### config.mk
export PLATFORM = sky130hd
export DESIGN_NAME = ctm_timer
export DESIGN_NICKNAME = d
export VERILOG_FILES = /design/src/shared/ctm_pkg.sv /design/src/ctm_match_bank.sv /design/src/ctm_timer.sv
export SDC_FILE = /design/constraint.sdc
export NUM_CORES = 1
export LEC_CHECK = 0
export BUFFER_PORTS_ARGS = -buffer_cell sky130_fd_sc_hd__buf_2
export CAP_MARGIN = 30
export CORE_MARGIN = 10
export CORE_UTILIZATION = 60
export CTS_CLUSTER_SIZE = 30
export DETAILED_ROUTE_END_ITERATION = 7
export HOLD_SLACK_MARGIN = 0.08
export PLACE_DENSITY = 0.8
export RECOVER_POWER = 25
export SYNTH_ARGS = -nofsm -noshare
export SYNTH_HDL_FRONTEND = slang
export SYNTH_SLANG_ARGS = --single-unit
### constraint.sdc
create_clock -name ref_clk -period 4.9 [get_ports ref_clk]
set_input_delay 0.98 -clock ref_clk [delete_from_list [all_inputs] [get_ports ref_clk]]
set_output_delay 0.98 -clock ref_clk [all_outputs]
set_load 0.01 [all_outputs]
### src/shared/ctm_pkg.sv
package ctm_pkg;

  // Counter widths of the two instance flavours.
  localparam int CTM_WIDE_W   = 32;
  localparam int CTM_NARROW_W = 16;
  localparam int CTM_MATCH_N  = 4;
  localparam int CTM_CAP_W    = 32;

  // Reset values of the counting state and the match outputs.
  localparam logic [31:0] CTM_COUNT_RST = 32'h0000_0000;
  localparam logic [3:0]  CTM_OUT_RST   = 4'h0;

  // Bit positions of the per-match action field.
  localparam int CTM_ACT_IRQ   = 0;
  localparam int CTM_ACT_RESET = 1;
  localparam int CTM_ACT_STOP  = 2;

  // Count source selection.
  typedef enum logic [1:0] {
    CTM_SRC_TIMER,
    CTM_SRC_RISE,
    CTM_SRC_FALL,
    CTM_SRC_BOTH
  } ctm_src_t;

  // External match output action.
  typedef enum logic [1:0] {
    CTM_PIN_NONE,
    CTM_PIN_LOW,
    CTM_PIN_HIGH,
    CTM_PIN_TOGGLE
  } ctm_pin_t;

  // Capture configuration.
  typedef struct packed {
    logic onRise;
    logic onFall;
    logic irqEn;
    logic clrRise;
    logic clrFall;
  } ctm_cap_cfg_t;

  // Per-match configuration: action bits {stop, reset, irq} and pin action.
  typedef struct packed {
    logic [2:0] act;
    ctm_pin_t   pin;
  } ctm_match_cfg_t;

endpackage

### src/ctm_match_bank.sv
`timescale 1ns/1ps
// Holds the four match values; read data are registered, all four at once.
module ctm_match_bank #(
  parameter int W = 32
) (
  // Clock and reset
  input  wire logic                        ref_clk,
  input  wire logic                        rst,
  // Write port
  input  wire logic                        wrEn,
  input  wire logic [1:0]                  wrIdx,
  input  wire logic [W-1:0]                wrData,
  // Registered read of all entries
  output logic      [ctm_pkg::CTM_MATCH_N-1:0][W-1:0] rdData
);
  import ctm_pkg::*;

  logic [CTM_MATCH_N-1:0][W-1:0] mem_r;

  // Storage with a synchronous write.
  always_ff @(posedge ref_clk) begin
    if (rst) begin
      mem_r <= '0;
    end else if (wrEn) begin
      mem_r[wrIdx] <= wrData;
    end
  end

  // Registered copy, so compares see a stable value one cycle after a write.
  always_ff @(posedge ref_clk) begin
    if (rst) begin
      rdData <= '0;
    end else begin
      rdData <= mem_r;
    end
  end

endmodule

### src/ctm_timer.sv
`timescale 1ns/1ps
// Notes on behaviour
// - Instances come as 32-bit or 16-bit via parameter W, each independent.
// - Prescaler has the counter's width and divides the count source.
// - Timer mode counts system clock cycles after prescaler division.
// - Counter mode counts chosen edges of an external input instead.
// - Four match values compare against the count; each may flag an interrupt.
// - Continuous match keeps counting, optional interrupt flag.
// - Stop match halts counting, optional interrupt flag.
// - Reset match returns count to zero and keeps counting.
// - Each match output can go low, high, toggle, or stay.
// - Capture copies the count on a selected input edge, optional interrupt.
// - Selected capture edge may clear both counter and prescaler.
module ctm_timer #(
  parameter int W = ctm_pkg::CTM_WIDE_W
) (
  // Clock and reset
  input  wire logic                  ref_clk,
  input  wire logic                  rst,
  // Control
  input  wire logic                  runEn,
  input  wire logic                  swReset,
  input  wire ctm_pkg::ctm_src_t     srcSel,
  input  wire logic [W-1:0]          prescLimit,
  // Match configuration and value loading
  input  wire ctm_pkg::ctm_match_cfg_t [3:0] matchCfg,
  input  wire logic                  matchWr,
  input  wire logic [1:0]            matchIdx,
  input  wire logic [W-1:0]          matchData,
  // Capture
  input  wire ctm_pkg::ctm_cap_cfg_t capCfg,
  input  wire logic                  capIn,
  input  wire logic                  countIn,
  // Interrupt flag clear, one bit per flag: [3:0] matches, [4] capture
  input  wire logic [4:0]            flagClr,
  // Status
  output logic [W-1:0]               count,
  output logic [W-1:0]               prescCount,
  output logic [W-1:0]               capValue,
  output logic                       stopped,
  output logic [4:0]                 flags,
  output logic                       irq,
  output logic [3:0]                 matchOut
);
  import ctm_pkg::*;

  logic [W-1:0]          count_r, count_nxt;
  logic [W-1:0]          presc_r, presc_nxt;
  logic [W-1:0]          cap_r;
  logic                  stop_r;
  logic [4:0]            flags_r, flags_nxt;
  logic [3:0]            out_r, out_nxt;
  logic                  irq_r;
  logic                  capPrev_r, cntPrev_r;
  logic [3:0][W-1:0]     matchVal;

  ctm_match_bank #(.W(W)) u_bank (
    .ref_clk (ref_clk),
    .rst     (rst),
    .wrEn    (matchWr),
    .wrIdx   (matchIdx),
    .wrData  (matchData),
    .rdData  (matchVal)
  );

  // Edge detection on the already-synchronous inputs.
  wire capRise = capIn & ~capPrev_r;
  wire capFall = ~capIn & capPrev_r;
  wire cntRise = countIn & ~cntPrev_r;
  wire cntFall = ~countIn & cntPrev_r;

  // Count source tick: clock cycles or selected external edges.
  wire srcTick = (srcSel == CTM_SRC_TIMER) ? 1'b1 :
                 (srcSel == CTM_SRC_RISE)  ? cntRise :
                 (srcSel == CTM_SRC_FALL)  ? cntFall :
                                             (cntRise | cntFall);

  wire running   = runEn & ~stop_r;
  wire prescWrap = running & srcTick & (presc_r >= prescLimit);
  wire countStep = prescWrap;

  // Capture and capture-clear events.
  wire capEvt = (capCfg.onRise & capRise) | (capCfg.onFall & capFall);
  wire capClr = (capCfg.clrRise & capRise) | (capCfg.clrFall & capFall);

  // A match fires when the counter reaches a match value on a count step.
  logic [3:0] matchHit;
  always_comb begin
    for (int i = 0; i < CTM_MATCH_N; i++) begin
      matchHit[i] = countStep && (count_r == matchVal[i]);
    end
  end

  // True when any hit match has the given action bit set; one decoder serves reset and stop.
  function automatic logic act_any(input logic [3:0]           hit,
                                   input ctm_match_cfg_t [3:0] cfg,
                                   input int                   bitPos);
    logic hitAny;
    hitAny = 1'b0;
    for (int k = 0; k < CTM_MATCH_N; k++) begin
      hitAny = hitAny | (hit[k] & cfg[k].act[bitPos]);
    end
    return hitAny;
  endfunction

  wire anyReset = act_any(matchHit, matchCfg, CTM_ACT_RESET);
  wire anyStop  = act_any(matchHit, matchCfg, CTM_ACT_STOP);

  // Prescaler next value; capture clear and software reset zero it too.
  always_comb begin
    presc_nxt = presc_r;
    if (swReset || capClr) begin
      presc_nxt = '0;
    end else if (running && srcTick) begin
      presc_nxt = prescWrap ? '0 : presc_r + 1'b1;
    end
  end

  // Counter next value. A reset match wins over the increment; stop just
  // freezes the count at the match value, which is what software expects.
  always_comb begin
    count_nxt = count_r;
    if (swReset || capClr) begin
      count_nxt = '0;
    end else if (countStep) begin
      if (anyReset) begin
        count_nxt = '0;
      end else if (!anyStop) begin
        count_nxt = count_r + 1'b1;
      end
    end
  end

  // Flags: a set arriving together with a clear wins.
  always_comb begin
    flags_nxt = flags_r & ~flagClr;
    for (int i = 0; i < CTM_MATCH_N; i++) begin
      if (matchHit[i] && matchCfg[i].act[CTM_ACT_IRQ]) begin
        flags_nxt[i] = 1'b1;
      end
    end
    if (capEvt && capCfg.irqEn) begin
      flags_nxt[4] = 1'b1;
    end
  end

  // Match output pins.
  always_comb begin
    out_nxt = out_r;
    for (int i = 0; i < CTM_MATCH_N; i++) begin
      if (matchHit[i]) begin
        unique case (matchCfg[i].pin)
          CTM_PIN_NONE:   out_nxt[i] = out_r[i];
          CTM_PIN_LOW:    out_nxt[i] = 1'b0;
          CTM_PIN_HIGH:   out_nxt[i] = 1'b1;
          CTM_PIN_TOGGLE: out_nxt[i] = ~out_r[i];
        endcase
      end
    end
  end

  // Counting state.
  always_ff @(posedge ref_clk) begin
    if (rst) begin
      count_r <= CTM_COUNT_RST[W-1:0];
      presc_r <= CTM_COUNT_RST[W-1:0];
    end else begin
      count_r <= count_nxt;
      presc_r <= presc_nxt;
    end
  end

  // Stop latch: set by a stop match, released by software reset.
  always_ff @(posedge ref_clk) begin
    if (rst || swReset) begin
      stop_r <= 1'b0;
    end else if (countStep && anyStop) begin
      stop_r <= 1'b1;
    end
  end

  // Capture register takes the count as it stood at the edge.
  always_ff @(posedge ref_clk) begin
    if (rst) begin
      cap_r <= '0;
    end else if (capEvt) begin
      cap_r <= count_r;
    end
  end

  // Flags, pins, interrupt and edge history.
  always_ff @(posedge ref_clk) begin
    if (rst) begin
      flags_r   <= '0;
      out_r     <= CTM_OUT_RST;
      irq_r     <= 1'b0;
      capPrev_r <= 1'b0;
      cntPrev_r <= 1'b0;
    end else begin
      flags_r   <= flags_nxt;
      out_r     <= out_nxt;
      irq_r     <= |flags_nxt;
      capPrev_r <= capIn;
      cntPrev_r <= countIn;
    end
  end

  // All outputs come straight from flip-flops.
  assign count      = count_r;
  assign prescCount = presc_r;
  assign capValue   = cap_r;
  assign stopped    = stop_r;
  assign flags      = flags_r;
  assign irq        = irq_r;
  assign matchOut   = out_r;

endmodule

==> flow_metrics.py <==
metrics = {
    "cells_and_area": {
        "seqCellArea_um2": 7310,
        "multi_input_area_um2": 7070,
        "final_nets": 2065,
        "area_delta_synth_final_pct": 15.4,
        "antenna_cells": 0,
        "fillCellCount": 1924,
        "drive_gt1_frac": 0.140,
        "mostFrequentLayoutCells": "nand2_1 (365), dfxtp_1 (365), a21oi_1 (217)",
    },
    "detailed_routing": {
        "drc": 0,
        "dr.pass1.iters": 6,
        "drtIter0Drc": 1205,
        "met2_length_um": 21100,
        "wl_per_cell_um": 19.6,
        "top_layer": "met4",
        "wl_met3_um": 3950,
        "viasPerCell": 5.75,
        "m1WireLength_um": 18100,
        "vias": 13082,
        "wirelength_um": 44600,
        "ant_nets": 0,
    },
    "placement": {
        "place_hpwl_um": 31200,
        "routabilityCongestion": 0.920,
        "port_buffers": 211,
    },
    "sta": {
        "finalSetupTns_ps": 0,
        "grt_setup_unrepaired": "no",
        "fin_skew_ps": 22.2,
        "timing.final.crit_share": 0.799,
        "period_needed_ps": 3910,
        "max_slew_margin": -0.671,
        "worst_pin_slew_ps": 2510,
        "hold_ws_ps": 447,
        "finalHoldViolations": 0,
        "clock.fmax_mhz": 256,
        "final_max_slew_viol_count": 52,
        "setup_viol": 0,
    },
    "cts": {
        "cts_buffer_depth": 3,
        "cts-root-buf": "clkbuf_16",
        "post_cts_resized": 0,
        "tritoncts": "yes",
        "numCtsBuffers": 38,
        "cts_setup_buffers": 0,
        "ctsHoldBuffers": 0,
        "htree_levels": 2,
        "clkLatencyLatePin_ps": 530,
        "path_clk_slew_ps": 60,
        "cts.sinks": 365,
    },
    "worst_setup_path": {
        "r2r_end": "count[2]",
        "crit_path_start_kind": "input port",
        "rr_startpoint": "count[25]",
        "reg2reg_depth": 8,
        "r2r_slack_ps": 1230,
        "endpoint_kind": "register",
        "cp_data_required_time_ps": 5320,
        "cp_max_fo": 52,
        "critPathKind": "in -> reg",
        "critical_path_arrival_ps": 4330,
    },
    "grt": {
        "antenna_found_initial": 0,
        "grt_first_pass_wirelength_um": 68800,
        "grt_overflow": 0,
        "grt_usage": 0.271,
        "grt_max_degree": 251,
        "grt_pass1_vias": 12883,
    },
    "die": {
        "initial_core_util": 0.615,
        "core_area_um2": 24500,
        "rows": 57,
        "dieArea_um2": 31900,
        "die_x_um": 179,
        "boundaryPins": 212,
        "die_h_um": 179,
    },
    "hold_path": {
        "min_to": "capValue[18]",
        "min_path_type": "reg -> reg",
        "min-delay-start": "capValue[18]",
        "worstHoldPathCells": 2,
    },
    "synthesis": {
        "synthCells": 1775,
        "ys_seq_elements": 365,
        "syn_area_um2": 15100,
        "ys_seq_area_frac": 0.484,
        "ys.flop_type": "dfxtp_1",
        "syn-num-nets": 1916,
        "ys_warn_count": 0,
        "synth_area_per_cell_um2": 8.50,
        "synth_edf_count": 0,
        "yosysUniqueCellTypes": 56,
        "ys_async_sr_fraction": 0,
    },
    "power_and_ir_drop": {
        "power_density_nw_per_um2": 368,
        "p_leak_nw": 7.70,
        "ir_worst_vdd_mv": 0.263,
    },
    "outcome": {
        "status": "complete, but fails checks",
        "failed_checks": "max-capacitance violations, max-slew violations",
    },
    "run": {
        "drv_cap": 1,
    },
}
-- cell families (layout without fill, tap and decap cells) --
logic type,after synthesis,after routing,share of synthesized area
multiplexers,1,1,0.000663
XOR/XNOR,154,154,0.0894
adder cells (fa/ha/maj),36,36,0.0299
flip-flops,365,365,0.484
AND/OR/NAND/NOR,751,751,0.240
AO/OA/AOI/OAI,293,293,0.106
buffers and inverters,175,352,0.0493
-- registers in the layout, summed over array words and instances (netlist names) --
name           cells
u_bank.mem_r     128
u_bank.rdData    128
capValue          32
count             32
prescCount        32
flags              5
matchOut           4
capPrev_r          1
cntPrev_r          1
irq                1
stopped            1
-- synthesized netlist by cell type (11+ instances only) --
cell type / count / area, um^2
nor3_1: 11 / 55.1
nor4_1: 33 / 206
nor2_1: 66 / 248
xnor2_1: 12 / 105
xor2_1: 142 / 1240
a21oi_1: 217 / 1090
ha_1: 36 / 450
or3_1: 16 / 100
nand3_1: 31 / 155
inv_1: 56 / 210
buf_2: 19 / 95.1
nand2_1: 365 / 1370
clkbuf_1: 83 / 312
o21ai_0: 37 / 185
and3_1: 21 / 131
nor2b_1: 132 / 826
buf_4: 15 / 113
dfxtp_1: 365 / 7310
nand4_1: 33 / 206
-- critical path: stages --
cell and delay [ps]:
clkbuf_1 1740, or2_2 390, a221o_1 140, buf_4 290, or2_1 360, o21ai_0 140
a22o_1 250
-- worst max-delay path by stage --
stage,cells after the start,slack [ps],start,to
floorplan,10,1620,prescLimit[30],count[12]
global placement,12,1070,prescLimit[30],count[12]
detailed placement,12,1010,prescLimit[30],count[12]
CTS,8,1360,count[16],count[27]
global route,7,710,rst,count[27]
finish,7,990,rst,count[27]
-- per-layer routing --
metal,track usage,vias to the layer above
met3,0.0484,105
met5,0,-
met1,0.337,6164
met2,0.457,661
met4,0.104,0
li1,-,6152
-- metrics by stage --
stage | power, W | instances | utilization | area, um^2 | setup slack, ps
3_5_place_dp | 0.00355 | 2208 | 0.660 | 16200 | 1010
2_1_floorplan | 0.00338 | 1775 | - | 15100 | 1620
5_1_grt | 0.00660 | 2276 | 0.710 | 17400 | 711
6_report | 0.00641 | 2276 | 0.710 | 17400 | 986
4_1_cts | 0.00642 | 2276 | 0.712 | 17500 | 1360
3_3_place_gp | 0.00354 | 2208 | 0.660 | 16200 | 1070
-- layout make-up --
type / count / area share
well taps: 324 / 0.0233
clock buffers: 57 / 0.0634
repair buffers: 228 / 0.0667
flip-flops and latches: 365 / 0.420
multi-input cells: 1235 / 0.406
clock inverters: 11 / 0.00912
inverters: 56 / 0.0121
-- report_power, final --
group	internal [W]	switching [W]	total [W]
Clock	0.00177	0.00115	0.00291
Combinational	0.000139	0.000306	0.000444
Sequential	0.00302	0.0000267	0.00305
Total	0.00493	0.00148	0.00641
No activity file was read; power rests on OpenSTA's default activity.
